$ cat src/rtl/spdif_rx_lock_defs.svh
// Offsets, field positions, reset values and counts of the receiver lock control block.
// Assumes inclusion by bare name from rtl/.
// Behaviour
// - Bit 0 of the lock status register is a read-only flag, 1 while locked and 0 otherwise.
// - With quick-acquire at 0, lock is declared after 64 valid samples in a row.
// - With quick-acquire (bit 3) at 1, lock is declared after 8 valid samples in a row.
// - With hold policy (bit 2) at 0, the frame clock keeps running after loss of lock.
// - With hold policy at 1, the frame clock output stops at once on loss of lock.
// - Word length field bits 1:0 selects 24, 20 or 16 bits for codes 00, 01, 10.
// - Word length code 11 takes the length from the stream's channel status.
// - The control register resets to all zeros.
// - Audio output is muted automatically when lock is lost.
// - Without auto-resume, audio stays muted after relock until software toggles it 0-1-0.
`ifndef SPDIF_RX_LOCK_DEFS_SVH
`define SPDIF_RX_LOCK_DEFS_SVH

// ****************************************
// Register indices; byte address = 4 * index
// ****************************************
`define IDX_LOCK_STATUS 16'hf600
`define IDX_RX_CONTROL 16'hf601
`define IDX_AUTO_RESUME 16'hf604
`define IDX_IRQ_STATUS 16'hf610
`define IDX_IRQ_CLEAR 16'hf611
`define IDX_IRQ_ENABLE 16'hf612

// ****************************************
// Fields
// ****************************************
`define BIT_LOCK 0
`define BIT_QUICK 3
`define BIT_HOLD 2
`define BIT_WLEN_LO 0
`define BIT_RESUME 0
`define BIT_IRQ_LOCK 0
`define BIT_IRQ_LOSS 1

// ****************************************
// Reset values and counts
// ****************************************
`define RST_RX_CONTROL 16'h0000
`define RST_AUTO_RESUME 16'h0000
`define COUNT_NORMAL 7'd64
`define COUNT_QUICK 7'd8
`define WLEN_24 5'd24
`define WLEN_20 5'd20
`define WLEN_16 5'd16

`endif

$ cat src/rtl/spdif_rx_lock_pkg.sv
// Types shared by the receiver lock control block.
// Assumes nothing beyond a SystemVerilog compiler.
package spdif_rx_lock_pkg;
   typedef enum logic [2:0] {
      ST_HUNT = 3'b001,
      ST_LOCKED = 3'b010,
      ST_MUTED = 3'b100
   } lock_state_e;
endpackage

$ cat src/rtl/lock_ctl_if.sv
// Control and status passed between the register slave and the lock engine.
// Assumes one clock domain.
`timescale 1ns/1ns
`default_nettype none
interface lock_ctl_if;
   logic quickAcquire;
   logic holdPolicy;
   logic autoResume;
   logic resumeToggled;
   logic locked;
   logic muted;
   logic lockGained;
   logic lockLost;
   modport regs (output quickAcquire, output holdPolicy, output autoResume,
      output resumeToggled, input locked, input muted, input lockGained, input lockLost);
   modport engine (input quickAcquire, input holdPolicy, input autoResume,
      input resumeToggled, output locked, output muted, output lockGained, output lockLost);
endinterface
`default_nettype wire

$ cat src/rtl/lock_engine.sv
// Lock acquisition, loss handling and mute sequencing.
// Assumes sampleValid/sampleBad pulses come from the biphase decoder in clk_sys.
`timescale 1ns/1ns
`default_nettype none
`include "spdif_rx_lock_defs.svh"
module lock_engine
   import spdif_rx_lock_pkg::*;
(
   input wire logic clk_sys,
   input wire logic nrst,
   input wire logic sampleValid,
   input wire logic sampleBad,
   lock_ctl_if.engine ctl
);
   lock_state_e state_reg;
   lock_state_e state_next;
   logic [6:0] run_reg;
   logic [6:0] run_next;
   logic [6:0] target;
   logic reached;
   logic heldMute_reg;

   assign target = ctl.quickAcquire ? `COUNT_QUICK : `COUNT_NORMAL;
   assign reached = sampleValid && (run_reg + 7'd1 >= target);
   assign run_next = sampleBad ? 7'd0 : (sampleValid && !reached) ? run_reg + 7'd1 :
      reached ? 7'd0 : run_reg;

   always_comb
   begin
      state_next = state_reg;
      case (state_reg)
         ST_HUNT:
         begin
            if (reached)
               state_next = ST_LOCKED;
         end
         ST_LOCKED:
         begin
            if (sampleBad)
               state_next = ST_HUNT;
         end
         default:
            state_next = ST_HUNT;
      endcase
   end

   always_ff @(posedge clk_sys or negedge nrst)
   begin
      if (!nrst)
      begin
         state_reg <= ST_HUNT;
         run_reg <= 7'd0;
      end
      else
      begin
         state_reg <= state_next;
         run_reg <= (state_reg == ST_LOCKED) ? 7'd0 : run_next;
      end
   end

   // Mute holds from first loss until resume rules release it
   always_ff @(posedge clk_sys or negedge nrst)
   begin
      if (!nrst)
         heldMute_reg <= 1'b0;
      else if (ctl.lockLost)
         heldMute_reg <= 1'b1;
      else if (ctl.resumeToggled || (ctl.autoResume && state_reg == ST_LOCKED))
         heldMute_reg <= 1'b0;
   end

   assign ctl.locked = (state_reg == ST_LOCKED);
   assign ctl.lockGained = (state_reg == ST_HUNT) && reached;
   assign ctl.lockLost = (state_reg == ST_LOCKED) && sampleBad;
   assign ctl.muted = heldMute_reg || (state_reg != ST_LOCKED);
endmodule // lock_engine
`default_nettype wire

$ cat src/rtl/spdif_rx_lock_control.sv
// Receiver lock control: AXI4-Lite registers, word length select, frame clock gating, interrupt.
// Assumes biphase decoder outputs and frame clock tick synchronous to clk_sys.
//
// The AXI4-Lite register port was left to the implementer.
`timescale 1ns/1ns
`default_nettype none
`include "spdif_rx_lock_defs.svh"
module spdif_rx_lock_control
   import spdif_rx_lock_pkg::*;
#(
   parameter int ADDR_W = 18
)
(
   input wire logic clk_sys,
   input wire logic nrst,
   input wire logic s_axi_awvalid,
   output logic s_axi_awready,
   input wire logic [ADDR_W-1:0] s_axi_awaddr,
   input wire logic s_axi_wvalid,
   output logic s_axi_wready,
   input wire logic [31:0] s_axi_wdata,
   input wire logic [3:0] s_axi_wstrb,
   output logic s_axi_bvalid,
   input wire logic s_axi_bready,
   output logic [1:0] s_axi_bresp,
   input wire logic s_axi_arvalid,
   output logic s_axi_arready,
   input wire logic [ADDR_W-1:0] s_axi_araddr,
   output logic s_axi_rvalid,
   input wire logic s_axi_rready,
   output logic [31:0] s_axi_rdata,
   output logic [1:0] s_axi_rresp,
   input wire logic sampleValid,
   input wire logic sampleBad,
   input wire logic frameTick,
   input wire logic [4:0] channelStatusLength,
   output logic frameClockOut,
   output logic audioMute,
   output logic [4:0] wordLength,
   output logic irq
);
   // Register index sits in address bits 17:2
   if (ADDR_W < 18)
   begin : g_addrCheck
      $error("ADDR_W too small for register map");
   end

   lock_ctl_if ctl ();

   logic [15:0] control_reg;
   logic resume_reg;
   logic resumeDelayed_reg;
   logic [1:0] irqStatus_reg;
   logic [1:0] irqEnable_reg;
   logic awHeld_reg;
   logic wHeld_reg;
   logic [ADDR_W-1:0] awAddr_reg;
   logic [31:0] wData_reg;
   logic [3:0] wStrb_reg;
   logic lossSeen_reg;

   // ****************************************
   // Lock engine
   // ****************************************
   lock_engine engine (
      .clk_sys(clk_sys),
      .nrst(nrst),
      .sampleValid(sampleValid),
      .sampleBad(sampleBad),
      .ctl(ctl)
   );

   assign ctl.quickAcquire = control_reg[`BIT_QUICK];
   assign ctl.holdPolicy = control_reg[`BIT_HOLD];
   assign ctl.autoResume = resume_reg;
   assign ctl.resumeToggled = resumeDelayed_reg && !resume_reg;

   // ****************************************
   // Write channel
   // ****************************************
   function automatic logic [15:0] regIndex(input logic [ADDR_W-1:0] a);
      regIndex = a[17:2];
   endfunction

   wire logic doWrite = awHeld_reg && wHeld_reg && !s_axi_bvalid;
   wire logic [15:0] wIdx = regIndex(awAddr_reg);
   wire logic lowLanes = wStrb_reg[0];
   wire logic hitCtl = (wIdx == `IDX_RX_CONTROL);
   wire logic hitResume = (wIdx == `IDX_AUTO_RESUME);
   wire logic hitClear = (wIdx == `IDX_IRQ_CLEAR);
   wire logic hitEnable = (wIdx == `IDX_IRQ_ENABLE);
   wire logic hitRo = (wIdx == `IDX_LOCK_STATUS) || (wIdx == `IDX_IRQ_STATUS);
   wire logic wMapped = hitCtl || hitResume || hitClear || hitEnable || hitRo;

   always_ff @(posedge clk_sys or negedge nrst)
   begin
      if (!nrst)
      begin
         awHeld_reg <= 1'b0;
         wHeld_reg <= 1'b0;
         awAddr_reg <= '0;
         wData_reg <= 32'h0000_0000;
         wStrb_reg <= 4'h0;
         s_axi_bvalid <= 1'b0;
         s_axi_bresp <= 2'b00;
      end
      else
      begin
         if (s_axi_awvalid && s_axi_awready)
         begin
            awHeld_reg <= 1'b1;
            awAddr_reg <= s_axi_awaddr;
         end
         if (s_axi_wvalid && s_axi_wready)
         begin
            wHeld_reg <= 1'b1;
            wData_reg <= s_axi_wdata;
            wStrb_reg <= s_axi_wstrb;
         end
         if (doWrite)
         begin
            awHeld_reg <= 1'b0;
            wHeld_reg <= 1'b0;
            s_axi_bvalid <= 1'b1;
            s_axi_bresp <= wMapped ? 2'b00 : 2'b10;
         end
         else if (s_axi_bvalid && s_axi_bready)
            s_axi_bvalid <= 1'b0;
      end
   end

   assign s_axi_awready = !awHeld_reg && !s_axi_bvalid;
   assign s_axi_wready = !wHeld_reg && !s_axi_bvalid;

   // ****************************************
   // Control registers
   // ****************************************
   always_ff @(posedge clk_sys or negedge nrst)
   begin
      if (!nrst)
      begin
         control_reg <= `RST_RX_CONTROL;
         resume_reg <= 1'b0;
         resumeDelayed_reg <= 1'b0;
         irqEnable_reg <= 2'b00;
      end
      else
      begin
         resumeDelayed_reg <= resume_reg;
         if (doWrite && lowLanes && hitCtl)
            control_reg <= {12'h000, wData_reg[3:0]};
         if (doWrite && lowLanes && hitResume)
            resume_reg <= wData_reg[`BIT_RESUME];
         if (doWrite && lowLanes && hitEnable)
            irqEnable_reg <= wData_reg[1:0];
      end
   end

   // ****************************************
   // Interrupt status: set wins over clear
   // ****************************************
   wire logic [1:0] irqEvents = {ctl.lockLost, ctl.lockGained};
   wire logic [1:0] irqClr = (doWrite && lowLanes && hitClear) ? wData_reg[1:0] : 2'b00;

   always_ff @(posedge clk_sys or negedge nrst)
   begin
      if (!nrst)
      begin
         irqStatus_reg <= 2'b00;
         irq <= 1'b0;
      end
      else
      begin
         irqStatus_reg <= (irqStatus_reg & ~irqClr) | irqEvents;
         irq <= |(((irqStatus_reg & ~irqClr) | irqEvents) & irqEnable_reg);
      end
   end

   // ****************************************
   // Read channel
   // ****************************************
   wire logic [15:0] rIdx = regIndex(s_axi_araddr);
   wire logic rMapped = (rIdx == `IDX_LOCK_STATUS) || (rIdx == `IDX_RX_CONTROL) ||
      (rIdx == `IDX_AUTO_RESUME) || (rIdx == `IDX_IRQ_STATUS) ||
      (rIdx == `IDX_IRQ_ENABLE) || (rIdx == `IDX_IRQ_CLEAR);
   wire logic [31:0] rValue =
      (rIdx == `IDX_LOCK_STATUS) ? {31'h0, ctl.locked} :
      (rIdx == `IDX_RX_CONTROL) ? {16'h0000, control_reg} :
      (rIdx == `IDX_AUTO_RESUME) ? {31'h0, resume_reg} :
      (rIdx == `IDX_IRQ_STATUS) ? {30'h0, irqStatus_reg} :
      (rIdx == `IDX_IRQ_ENABLE) ? {30'h0, irqEnable_reg} : 32'h0000_0000;

   always_ff @(posedge clk_sys or negedge nrst)
   begin
      if (!nrst)
      begin
         s_axi_rvalid <= 1'b0;
         s_axi_rdata <= 32'h0000_0000;
         s_axi_rresp <= 2'b00;
      end
      else if (s_axi_arvalid && s_axi_arready)
      begin
         s_axi_rvalid <= 1'b1;
         s_axi_rdata <= rValue;
         s_axi_rresp <= rMapped ? 2'b00 : 2'b10;
      end
      else if (s_axi_rvalid && s_axi_rready)
         s_axi_rvalid <= 1'b0;
   end

   assign s_axi_arready = !s_axi_rvalid;

   // ****************************************
   // Word length and audio outputs
   // ****************************************
   wire logic [1:0] wlenCode = control_reg[`BIT_WLEN_LO +: 2];
   wire logic [4:0] wlenSel = (wlenCode == 2'b00) ? `WLEN_24 :
      (wlenCode == 2'b01) ? `WLEN_20 :
      (wlenCode == 2'b10) ? `WLEN_16 : channelStatusLength;
   // Hold policy 1 gates the frame clock from the first loss until relock
   wire logic gateFrame = ctl.holdPolicy && (ctl.lockLost || lossSeen_reg);

   always_ff @(posedge clk_sys or negedge nrst)
   begin
      if (!nrst)
      begin
         wordLength <= `WLEN_24;
         frameClockOut <= 1'b0;
         audioMute <= 1'b1;
         lossSeen_reg <= 1'b0;
      end
      else
      begin
         wordLength <= wlenSel;
         lossSeen_reg <= ctl.lockLost ? 1'b1 : (ctl.lockGained ? 1'b0 : lossSeen_reg);
         frameClockOut <= frameTick && !gateFrame;
         audioMute <= ctl.muted || ctl.lockLost;
      end
   end
endmodule // spdif_rx_lock_control
`default_nettype wire

$ cat config.mk
export PLATFORM = sky130hd
export DESIGN_NAME = spdif_rx_lock_control
export DESIGN_NICKNAME = d
export VERILOG_FILES = /design/src/rtl/spdif_rx_lock_pkg.sv /design/src/rtl/lock_ctl_if.sv /design/src/rtl/lock_engine.sv /design/src/rtl/spdif_rx_lock_control.sv
export VERILOG_INCLUDE_DIRS = /design/src /design/src/rtl
export SDC_FILE = /design/constraint.sdc
export NUM_CORES = 1
export LEC_CHECK = 0
export BUFFER_PORTS_ARGS = -buffer_cell sky130_fd_sc_hd__buf_4
export CORE_ASPECT_RATIO = 1.2
export CORE_MARGIN = 2
export CORE_UTILIZATION = 42
export CTS_BUF_LIST = sky130_fd_sc_hd__clkbuf_8 sky130_fd_sc_hd__clkbuf_16
export DETAILED_ROUTE_END_ITERATION = 10
export PLACE_DENSITY = 0.78
export SLEW_MARGIN = 20
export SYNTH_ARGS = -nofsm -noshare
export SYNTH_HDL_FRONTEND = slang
export SYNTH_SLANG_ARGS = --single-unit
$ cat constraint.sdc
create_clock -name clk_sys -period 2 [get_ports clk_sys]
set_clock_uncertainty 0.1 [all_clocks]
set_input_delay 0.3 -clock clk_sys [delete_from_list [all_inputs] [get_ports clk_sys]]
set_output_delay 0.3 -clock clk_sys [all_outputs]
set_load 0.005 [all_outputs]
Word-level counts from Yosys, hierarchy flattened

Index checks and enable logic that the tools add are counted.

$add $sub $neg: 1
Mux-type cells: 31
Magnitude comparators: 1
Eq/ne operators: 19
Bitwise logic cells: 4
Reductions and logical operators: 53

Operator list:

| operator                                                              | count |
|---|---|
| 16-bit equality test, second input constant                           | 12 |
| 7-bit 2-to-1 mux                                                      | 5 |
| 1-bit logical AND                                                     | 22 |
| 5-bit 2-to-1 mux                                                      | 3 |
| 1-bit logical OR                                                      | 14 |
| 1-bit 2-to-1 mux                                                      | 12 |
| 2-bit 2-to-1 mux                                                      | 6 |
| 2-bit nonzero test                                                    | 6 |
| 4-bit 2-to-1 mux                                                      | 2 |
| 7-bit by 1-bit adder with 7-bit output, second input constant         | 1 |
| 7-bit greater-or-equal comparator                                     | 1 |
| 1-bit zero test                                                       | 7 |
| 3-bit 2-to-1 mux                                                      | 2 |
| 3-bit case mux with 2 select lines                                    | 1 |
| 2-bit bitwise AND                                                     | 2 |
| 4-bit nonzero test                                                    | 1 |
| 3-bit by 1-bit equality test with 1-bit output, second input constant | 1 |
| 3-bit by 2-bit equality test with 1-bit output, second input constant | 1 |
| 3-bit by 2-bit != test with 1-bit output, second input constant       | 1 |
| 2-bit by 1-bit equality test with 1-bit output, second input constant | 1 |
| 2-bit equality test, second input constant                            | 1 |
| 2-bit zero test                                                       | 1 |
| 2-bit by 1-bit != test with 1-bit output, second input constant       | 1 |
| 2-bit != test, second input constant                                  | 1 |
| other kinds (4)                                                       | 4 |

Output and inout bits: 49
Register bits: 93
Bits of input ports: 87
Word-level logic and storage cells: 132

Depth between registers and ports, before layout

Gate-level depths: netlist (run 1).

Depth in word-level cells: 10
Mapped depth: 10
Mapped depth without buffers: 9

By module

Synthesis (run 1) repeated with hierarchy kept, for this count alone.

Cell total of the unflattened synthesis: 267
Area total of the unflattened synthesis: 3066.7 um2

Modules (own cells, without submodules):

| module                | area an instance (um2) | seq. area each (um2) | times used | cells each |
|---|---|---|---|---|
| spdif_rx_lock_control | 2451.1                 | 1255.0               | 1          | 205 |
| lock_engine           | 615.6                  | 251.5                | 1          | 62 |

Least setup slack after synthesis (run 1)

OpenSTA, ideal clock, no wires.

Path kind: flip-flop to flip-flop
From: register engine.run_reg[0]
To: register irq
Path buffers: 1
Slack: -221 ps
Stages on the path, launching flop included: 11
Library setup time: 126 ps
Data required time: 1774 ps
Period minus slack after synthesis: 2221 ps
Data arrival time: 1995 ps
Path through: dfrtp_1 ha_1 nand2_1 nor2_1 xor2_1 ha_1 a311oi_1 a41o_1 buf_6 nor3_4 a221o_1

Cells in the longest elaborated chain, start to end: 7

Ends and longest elaborated chain:

| item                                   | RTL line                     | RTL |
|---|---|---|
| from (decl)                            | lock_engine.sv:17            | `logic [6:0] run_reg;` |
| from (signal assigned)                 | lock_engine.sv:57            | `run_reg <= (state_reg == ST_LOCKED) ? 7'd0 : run_next;` |
| 7-bit by 1-bit adder with 7-bit output | lock_engine.sv:24            | `assign reached = sampleValid && (run_reg + 7'd1 >= target);` |
| 7-bit greater-or-equal comparator      | lock_engine.sv:24            |  |
| 1-bit logical AND                      | lock_engine.sv:24            |  |
| 1-bit logical AND                      | lock_engine.sv:73            | `assign ctl.lockGained = (state_reg == ST_HUNT) && reached;` |
| 2-bit bitwise OR                       | spdif_rx_lock_control.sv:175 | `irq <= \|(((irqStatus_reg & ~irqClr) \| irqEvents) & irqEnable_reg);` |
| 2-bit bitwise AND                      | spdif_rx_lock_control.sv:175 |  |
| 2-bit OR reduction                     | spdif_rx_lock_control.sv:175 |  |
| to (signal assigned)                   | spdif_rx_lock_control.sv:175 |  |
| to (decl)                              | spdif_rx_lock_control.sv:40  | `output logic irq` |

No other way between the ends.
A chain may end at the register's enable or synchronous reset.

Worst setup path in the final report (run 1)

From: register engine.run_reg[1]
To: register engine.run_reg[3]

Cells in the longest elaborated chain, start to end: 8
Elaborated cells between the ends (all ways): 9
Those cells by class: 1 x add/sub; 1 x order compare; 3 x mux; 4 x reduce/logical

Ends and longest elaborated chain:

| item                                       | RTL line                             | RTL |
|---|---|---|
| 7-bit by 1-bit adder with 7-bit output (*) | lock_engine.sv:24, lock_engine.sv:25 |  |
| 7-bit greater-or-equal comparator          | lock_engine.sv:24                    |  |
| 1-bit logical AND                          | lock_engine.sv:24                    |  |
| 1-bit zero test                            | lock_engine.sv:25                    | `assign run_next = sampleBad ? 7'd0 : (sampleValid && !reached) ? run_reg + 7'd1 :` |
| 1-bit logical AND                          | lock_engine.sv:25                    |  |
| 7-bit 2-to-1 mux (2 in series)             | lock_engine.sv:25                    |  |
| 7-bit 2-to-1 mux                           | lock_engine.sv:57                    |  |

Every way passes the cells marked *; elsewhere a longest branch is shown, timed or not.

==> impl_results.md, run 1 <==
- Via count: 2239
- Gate Count Post-Synth: 275
- Source of the worst register-to-register timing path: engine.run_reg[1]
- Fin crit share: 107%
- Total track usage: 17.1%
- Hold path startpoint: s_axi_bready
- Largest net degree at the start of global routing: 61
- Die Y: 95.7 um
- Top cells by area, synth: dfrtp_1, mux2_2, buf_4
- Hold Crit Class: in2reg
- Worst slew pin tran: 733 ps
- Relative slew slack: 51.2%
- Power Dens Cells: 902 mW/mm^2
- RSZ-0062 raised after global routing: true
- Clock sinks: 60
- Worst Setup Start Kind: flip-flop
- Final wirelength: 5970 um
- CP cell instances: ha_4 > nand2_2 > nor2_2 > xor2_1 > ha_2 > a311oi_2 > a41o_1 > buf_6 > a22oi_1 > nor2_1
- Proportion of layout cells with a drive suffix above 1: 38.8%
- Setup-failing EPs final: 12
- Post-synth top area cell: dfrtp_1
- CTS tree: built
- Port Buffers: 70
- Prevailing post-synth register cell: dfrtp_1
- Hold depth: 2
- DRT antenna net count: 0
- RD Place Congestion: 0.835
- Async set or reset register ratio after synthesis: 100%
- Antenna violations before repair: 0
- Antenna cells: 0
- Total CTS buffers: 9
- Core Region: 0.00681 sq mm
- Crit-path max FO: 8
- Final-report hold violation count: 0
- Seq/Total Area, Yosys: 51.1%
- I/O pin count: 136
- Reg2reg setup slack: -140 ps
- First-pass GRT wire length: 9960 um
- Commonest non-fill, non-tap cell in the layout: buf_4
- Filler cells: 613
- Worst-path clk slew: 60 ps
- Post-synth EDFFs: 0
- Status: complete, but fails checks
- Final net count: 457
- Row count: 33
- Mean Syn Cell Area: 10.7 sq um
- CP Data Required Time: 2120 ps
- Arr. time, crit path: 2260 ps
- Area grow syn2layout: 28.0%
- Syn Std Cell Area: 0.00295 sq mm
- Top cell type's share of synthesized area: 47.6%
- Critical setup path kind: reg2reg
- Yosys Warn Count: 0
- Max_cap viols: 0
- # H-tree levels: 3
- Worst path max stage delay: 420 ps
- Reg2reg path depth: 10
- Wire per inst: 13.0 um
- Static Leak: 1.81 nW
- Hold EP: s_axi_bvalid
- PnR worst setup slack: -142 ps
- FMAX: 467 MHz
- DRT Pass-1 Iters: 4
- Synth unique cells: 51
- Later-pin clock latency in the skew report: 340 ps
- DRT iter0 DRCs: 119
- Number of global-route vias before repair: 2278
- Pre-CTS setup slack: -183 ps
- Clock Root Buffer: clkbuf_8
- Most frequent cells in the layout: buf_4, dfrtp_1, conb_1
- Chip Width: 80.4 um
- Total global routing overflow: 0
- Vias per cell: 4.89
- Max reg flops: 16
- Failing checks: negative setup slack
- Starting Density: 43.2%
- Max-slew violations: 0
- Critical path's slowest cell: dfrtp_1
- Critical R2R Capture: engine.run_reg[3]
- Peak supply drop: 721 uV
- CP endpoint kind: flip-flop
- DIE AREA: 0.00770 sq mm
- DRC viols: 0
- Seq cells post-synth: 60
- Min Tclk post-route: 2140 ps
- Final HPWL DP: 4450 um
- Final Core Density: 55.3%
- Largest buffer count on any clock path: 2
cells by family after synthesis:
logic type	count (synthesis)	share of synthesized area [%]
fa+ha+maj	4	1.70
mux	29	11.0
xor+xnor	5	1.49
compound gates	39	8.11
buf+inv	42	9.47
other cells	1	0.127
flops	60	51.1
simple gates	95	17.0
report_power, final:
group / switching (mW) / internal, mW / leakage, nW
registers: 0.210 / 1.49 / 0.750
logic: 0.330 / 0.462 / 0.957
clock network: 0.445 / 0.460 / 0.101
total: 0.985 / 2.41 / 1.81
cell usage after synthesis (all sizes together), types with 2 or more instances:
cell    count
nor2b       2
o21ai      12
dfrtp      56
a21oi      12
nor4b       2
dfstp       4
xor2        3
clkbuf      2
mux2       27
nor4        2
inv         7
a21o        3
or3         2
xnor2       2
nand4b      2
nand3      14
nor3        4
nor2       18
nand2      29
a31oi       2
ha          4
nand3b      3
a22oi       2
mux2i       2
and3        3
buf        32
nand2b      3
and2        4
metrics by stage:
| stage | total power [mW] | std cells | hold slack (ps) | instance area, sq um | TNS [ps] |
|---|---|---|---|---|---|
| 2_1_floorplan | 2.22 | 304 | -95.6 | 3070 | -154 |
| 3_3_place_gp | 2.46 | 440 | 306 | 3550 | -728 |
| 3_5_place_dp | 2.52 | 440 | 318 | 3550 | -1630 |
| 4_1_cts | 3.42 | 458 | 28.0 | 3750 | -1080 |
| 5_1_grt | 3.62 | 458 | 21.8 | 3770 | -2540 |
| 6_report | 3.40 | 458 | 30.9 | 3770 | -1350 |
final cells by class:
class                      instances  area (sq um)  share of cell area, %
multi-input combinational        202          1310                   34.8
inverter                           8          30.0                  0.797
timing repair buffer              85           648                   17.2
tap                               87           109                   2.89
clock buffer                      10           138                   3.65
sequential                        60          1510                   40.0
clock inverter                     6          25.0                  0.664
metal layers:
| layer | routed length, um | track usage (%) | vias to the layer above |
|---|---|---|---|
| met5 | 0 | 0 | - |
| met4 | 135 | 10.2 | 0 |
| met3 | 418 | 4.88 | 12 |
| met2 | 3040 | 29.7 | 80 |
| met1 | 2370 | 18.5 | 1068 |
| li1 | - | - | 1079 |
what timing repair did:
action | 4_1_cts | 5_1_grt
hold buffers | 1 | 0
pin swaps | 3 | 9
setup buffers | 1 | 0
endpoints found under the hold margin | 56 | 0
resized for setup | 6 | 5
setup endpoints to repair | 12 | 16
cloned | 0 | 0
worst max-delay path by stage:
stage                      start                end  cells after the start  slack (ps)
2_1_floorplan  engine.run_reg[0]                irq                     10        -150
6_report       engine.run_reg[1]  engine.run_reg[3]                     10        -140
5_1_grt        engine.run_reg[1]  engine.run_reg[2]                     10        -280
3_5_place_dp   engine.run_reg[1]  engine.run_reg[2]                     10        -180
3_3_place_gp   engine.run_reg[1]                irq                      9        -130
4_1_cts        engine.run_reg[1]  engine.run_reg[2]                     10        -130
worst max-delay path, delay by kind of cell (launching register included):
family          cells  cell delay (ps)
flops               1              420
xor+xnor            1              220
compound gates      3              500
buf+inv             1              150
fa+ha+maj           2              420
simple gates        3              210
(Power assumes the default switching activity.)
==> run 2: changes to the inputs <==
- CORE_MARGIN: 2 -> 3
==> run 2 against run 1 <==
The flow still finishes with violations (negative setup slack). Clock-buffer cell count decreased by 1. Critical path depth down 1. Die area is 4.6% higher. First-iteration DRC count down 24%. Worst hold slack improved by 10 ps. Non-clock buffer count up 1. Routed wire length rose by 6.5%. Clock power rose by 73%. Flip-flop and latch count is the same. Highest routed layer unchanged.
==> impl_results.md, run 2 (synthesis gave the netlist of run 1 again) <==
- Status: complete, but fails checks
- Failing checks: negative setup slack
- Filler cells: 553 (-9.8%)
- Setup-failing EPs final: 12 (unchanged)
- Antenna cells: 0 (unchanged)
- Total CTS buffers: 9 (unchanged)
- Min Tclk post-route: 2190 ps (+51.9 ps)
- DIE AREA: 0.00806 sq mm (+4.6%)
- Clock Root Buffer: clkbuf_8
- Power Dens Cells: 1030 mW/mm^2 (+14%)
- I/O pin count: 136 (unchanged)
- Worst slew pin tran: 752 ps (+19.1 ps)
- Row count: 32 (-3.0%)
- Largest buffer count on any clock path: 2 (unchanged)
- FMAX: 456 MHz (-2.4%)
- First-pass GRT wire length: 10000 um (+0.35%)
- # H-tree levels: 3 (unchanged)
- Most frequent cells in the layout: buf_4, dfrtp_1, conb_1
- DRC viols: 0 (unchanged)
- Area grow syn2layout: 34.4%
- Register area: 0.00151 sq mm (about the same)
- DRT Pass-1 Iters: 4 (unchanged)
- Crit-path max FO: 4 (-4)
- Fin crit share: 110% (+2.6 points)
- Worst-path clk slew: 70 ps (about the same)
- Critical setup path kind: reg2reg
- DRT iter0 DRCs: 91 (-24%)
- Relative slew slack: 49.9% (-1.3 points)
- Final-report hold violation count: 0 (unchanged)
- Max_cap viols: 0 (unchanged)
- Die Y: 97.7 um (+2.1%)
- Static Leak: 1.87 nW (+3.3%)
- Later-pin clock latency in the skew report: 340 ps (about the same)
- Via count: 2268 (+1.3%)
- Chip Width: 82.4 um (+2.5%)
- Max reg flops: 16 (unchanged)
- Max-slew violations: 0 (unchanged)
- Number of global-route vias before repair: 2269 (-0.40%)
- DRT antenna net count: 0 (unchanged)
- Total global routing overflow: 0 (unchanged)
- Final HPWL DP: 4540 um (+2.0%)
- RSZ-0062 raised after global routing: true
- RD Place Congestion: 0.828 (-0.81%)
- CP Data Required Time: 2120 ps (about the same)
- CP endpoint kind: flip-flop
- Starting Density: 44.6% (+1.4 points)
- Multi-input logic area: 0.00138 sq mm (+4.7%)
- Wire per inst: 13.9 um (+6.7%)
- CTS tree: built
- Proportion of layout cells with a drive suffix above 1: 42.5% (+3.7 points)
- Total track usage: 16.1% (-1.0 points)
- Peak supply drop: 785 uV (+8.9%)
- PnR worst setup slack: -194 ps (-51.9 ps)
- Worst Setup Start Kind: flip-flop
- Core Region: 0.00661 sq mm (-3.0%)
- Vias per cell: 4.96 (+1.5%)
- Largest net degree at the start of global routing: 61 (unchanged)
- Port Buffers: 70 (unchanged)
- Hold Crit Class: in2reg
- Clock sinks: 60 (unchanged)
- Commonest non-fill, non-tap cell in the layout: buf_4
- Antenna violations before repair: 0 (unchanged)
- Final wirelength: 6350 um (+6.5%)
- Final net count: 458 (+0.22%)
- Setup TNS: -1600 ps (-251 ps)
- Pwr Total: 4.07 mW (+20%)
- Arr. time, crit path: 2320 ps (+60 ps)
-- run 2: worst paths after layout --
| kind | startpoint | to | slack [ps] | cells after the start |
|---|---|---|---|---|
| worst min-delay path | s_axi_rready | s_axi_rvalid | 40 | 2 |
| worst max register to register | engine.run_reg[0] | irq | -190 | 9 |
| max in group asynchronous | nrst | engine.run_reg[3] | 790 | 2 |
| worst max-delay path | engine.run_reg[0] | irq | -190 | 9 |
| worst min register to register | s_axi_rdata[2] | s_axi_rdata[2] | 370 | 2 |
| min in group asynchronous | nrst | awAddr_reg[12] | 450 | 2 |
-- run 2: critical path, cell delays in order, from the launching register on --
cell      delay (ps)
dfrtp_1          440
ha_4             190
nand2_4           60
nor2_4            40
xor2_2           190
ha_4             190
a311oi_2         180
a41o_1           290
nor3_4            60
a221o_1          340
-- run 2: timing repair --
item | 4_1_cts | 5_1_grt
resized for setup | 16 | 6
setup buffers | 1 | 0
hold buffers | 1 | 0
endpoints found under the setup margin | 12 | 18
pin swaps | 10 | 6
endpoints found under the hold margin | 56 | 0
-- run 2: layout make-up --
| cell class | count | area share (%) |
|---|---|---|
| Inverter | 8 | 0.759 |
| Clock inverter | 7 | 4.11 |
| Timing Repair Buffer | 86 | 16.5 |
| Clock buffer | 9 | 3.13 |
| Multi-Input combinational cell | 202 | 34.7 |
| Tap cell | 85 | 2.69 |
| Sequential cell | 60 | 38.1 |
-- run 2: power by group --
| group | internal [mW] | total [mW] | switching [mW] |
|---|---|---|---|
| combinational | 0.464 | 0.800 | 0.336 |
| sequential | 1.49 | 1.70 | 0.210 |
| clock | 1.08 | 1.57 | 0.492 |
-- run 2: through the flow --
step	setup slack, ps	hold WS (ps)	utilization, %	instances	area, sq um
2_1_floorplan	-154	-95.6	-	304	3070
3_3_place_gp	-129	311	53.8	439	3550
3_5_place_dp	-166	309	53.8	439	3550
4_1_cts	-199	23.7	59.5	457	3930
5_1_grt	-261	50.5	59.9	457	3960
6_report	-194	41.1	59.9	457	3960
-- run 2: per-layer routing --
metal | part of all wire, % | GRT usage, %
met2 | 52 | 26.8
met4 | 1.6 | 6.14
met3 | 8.0 | 6.00
met5 | 0 | 0
met1 | 39 | 18.5
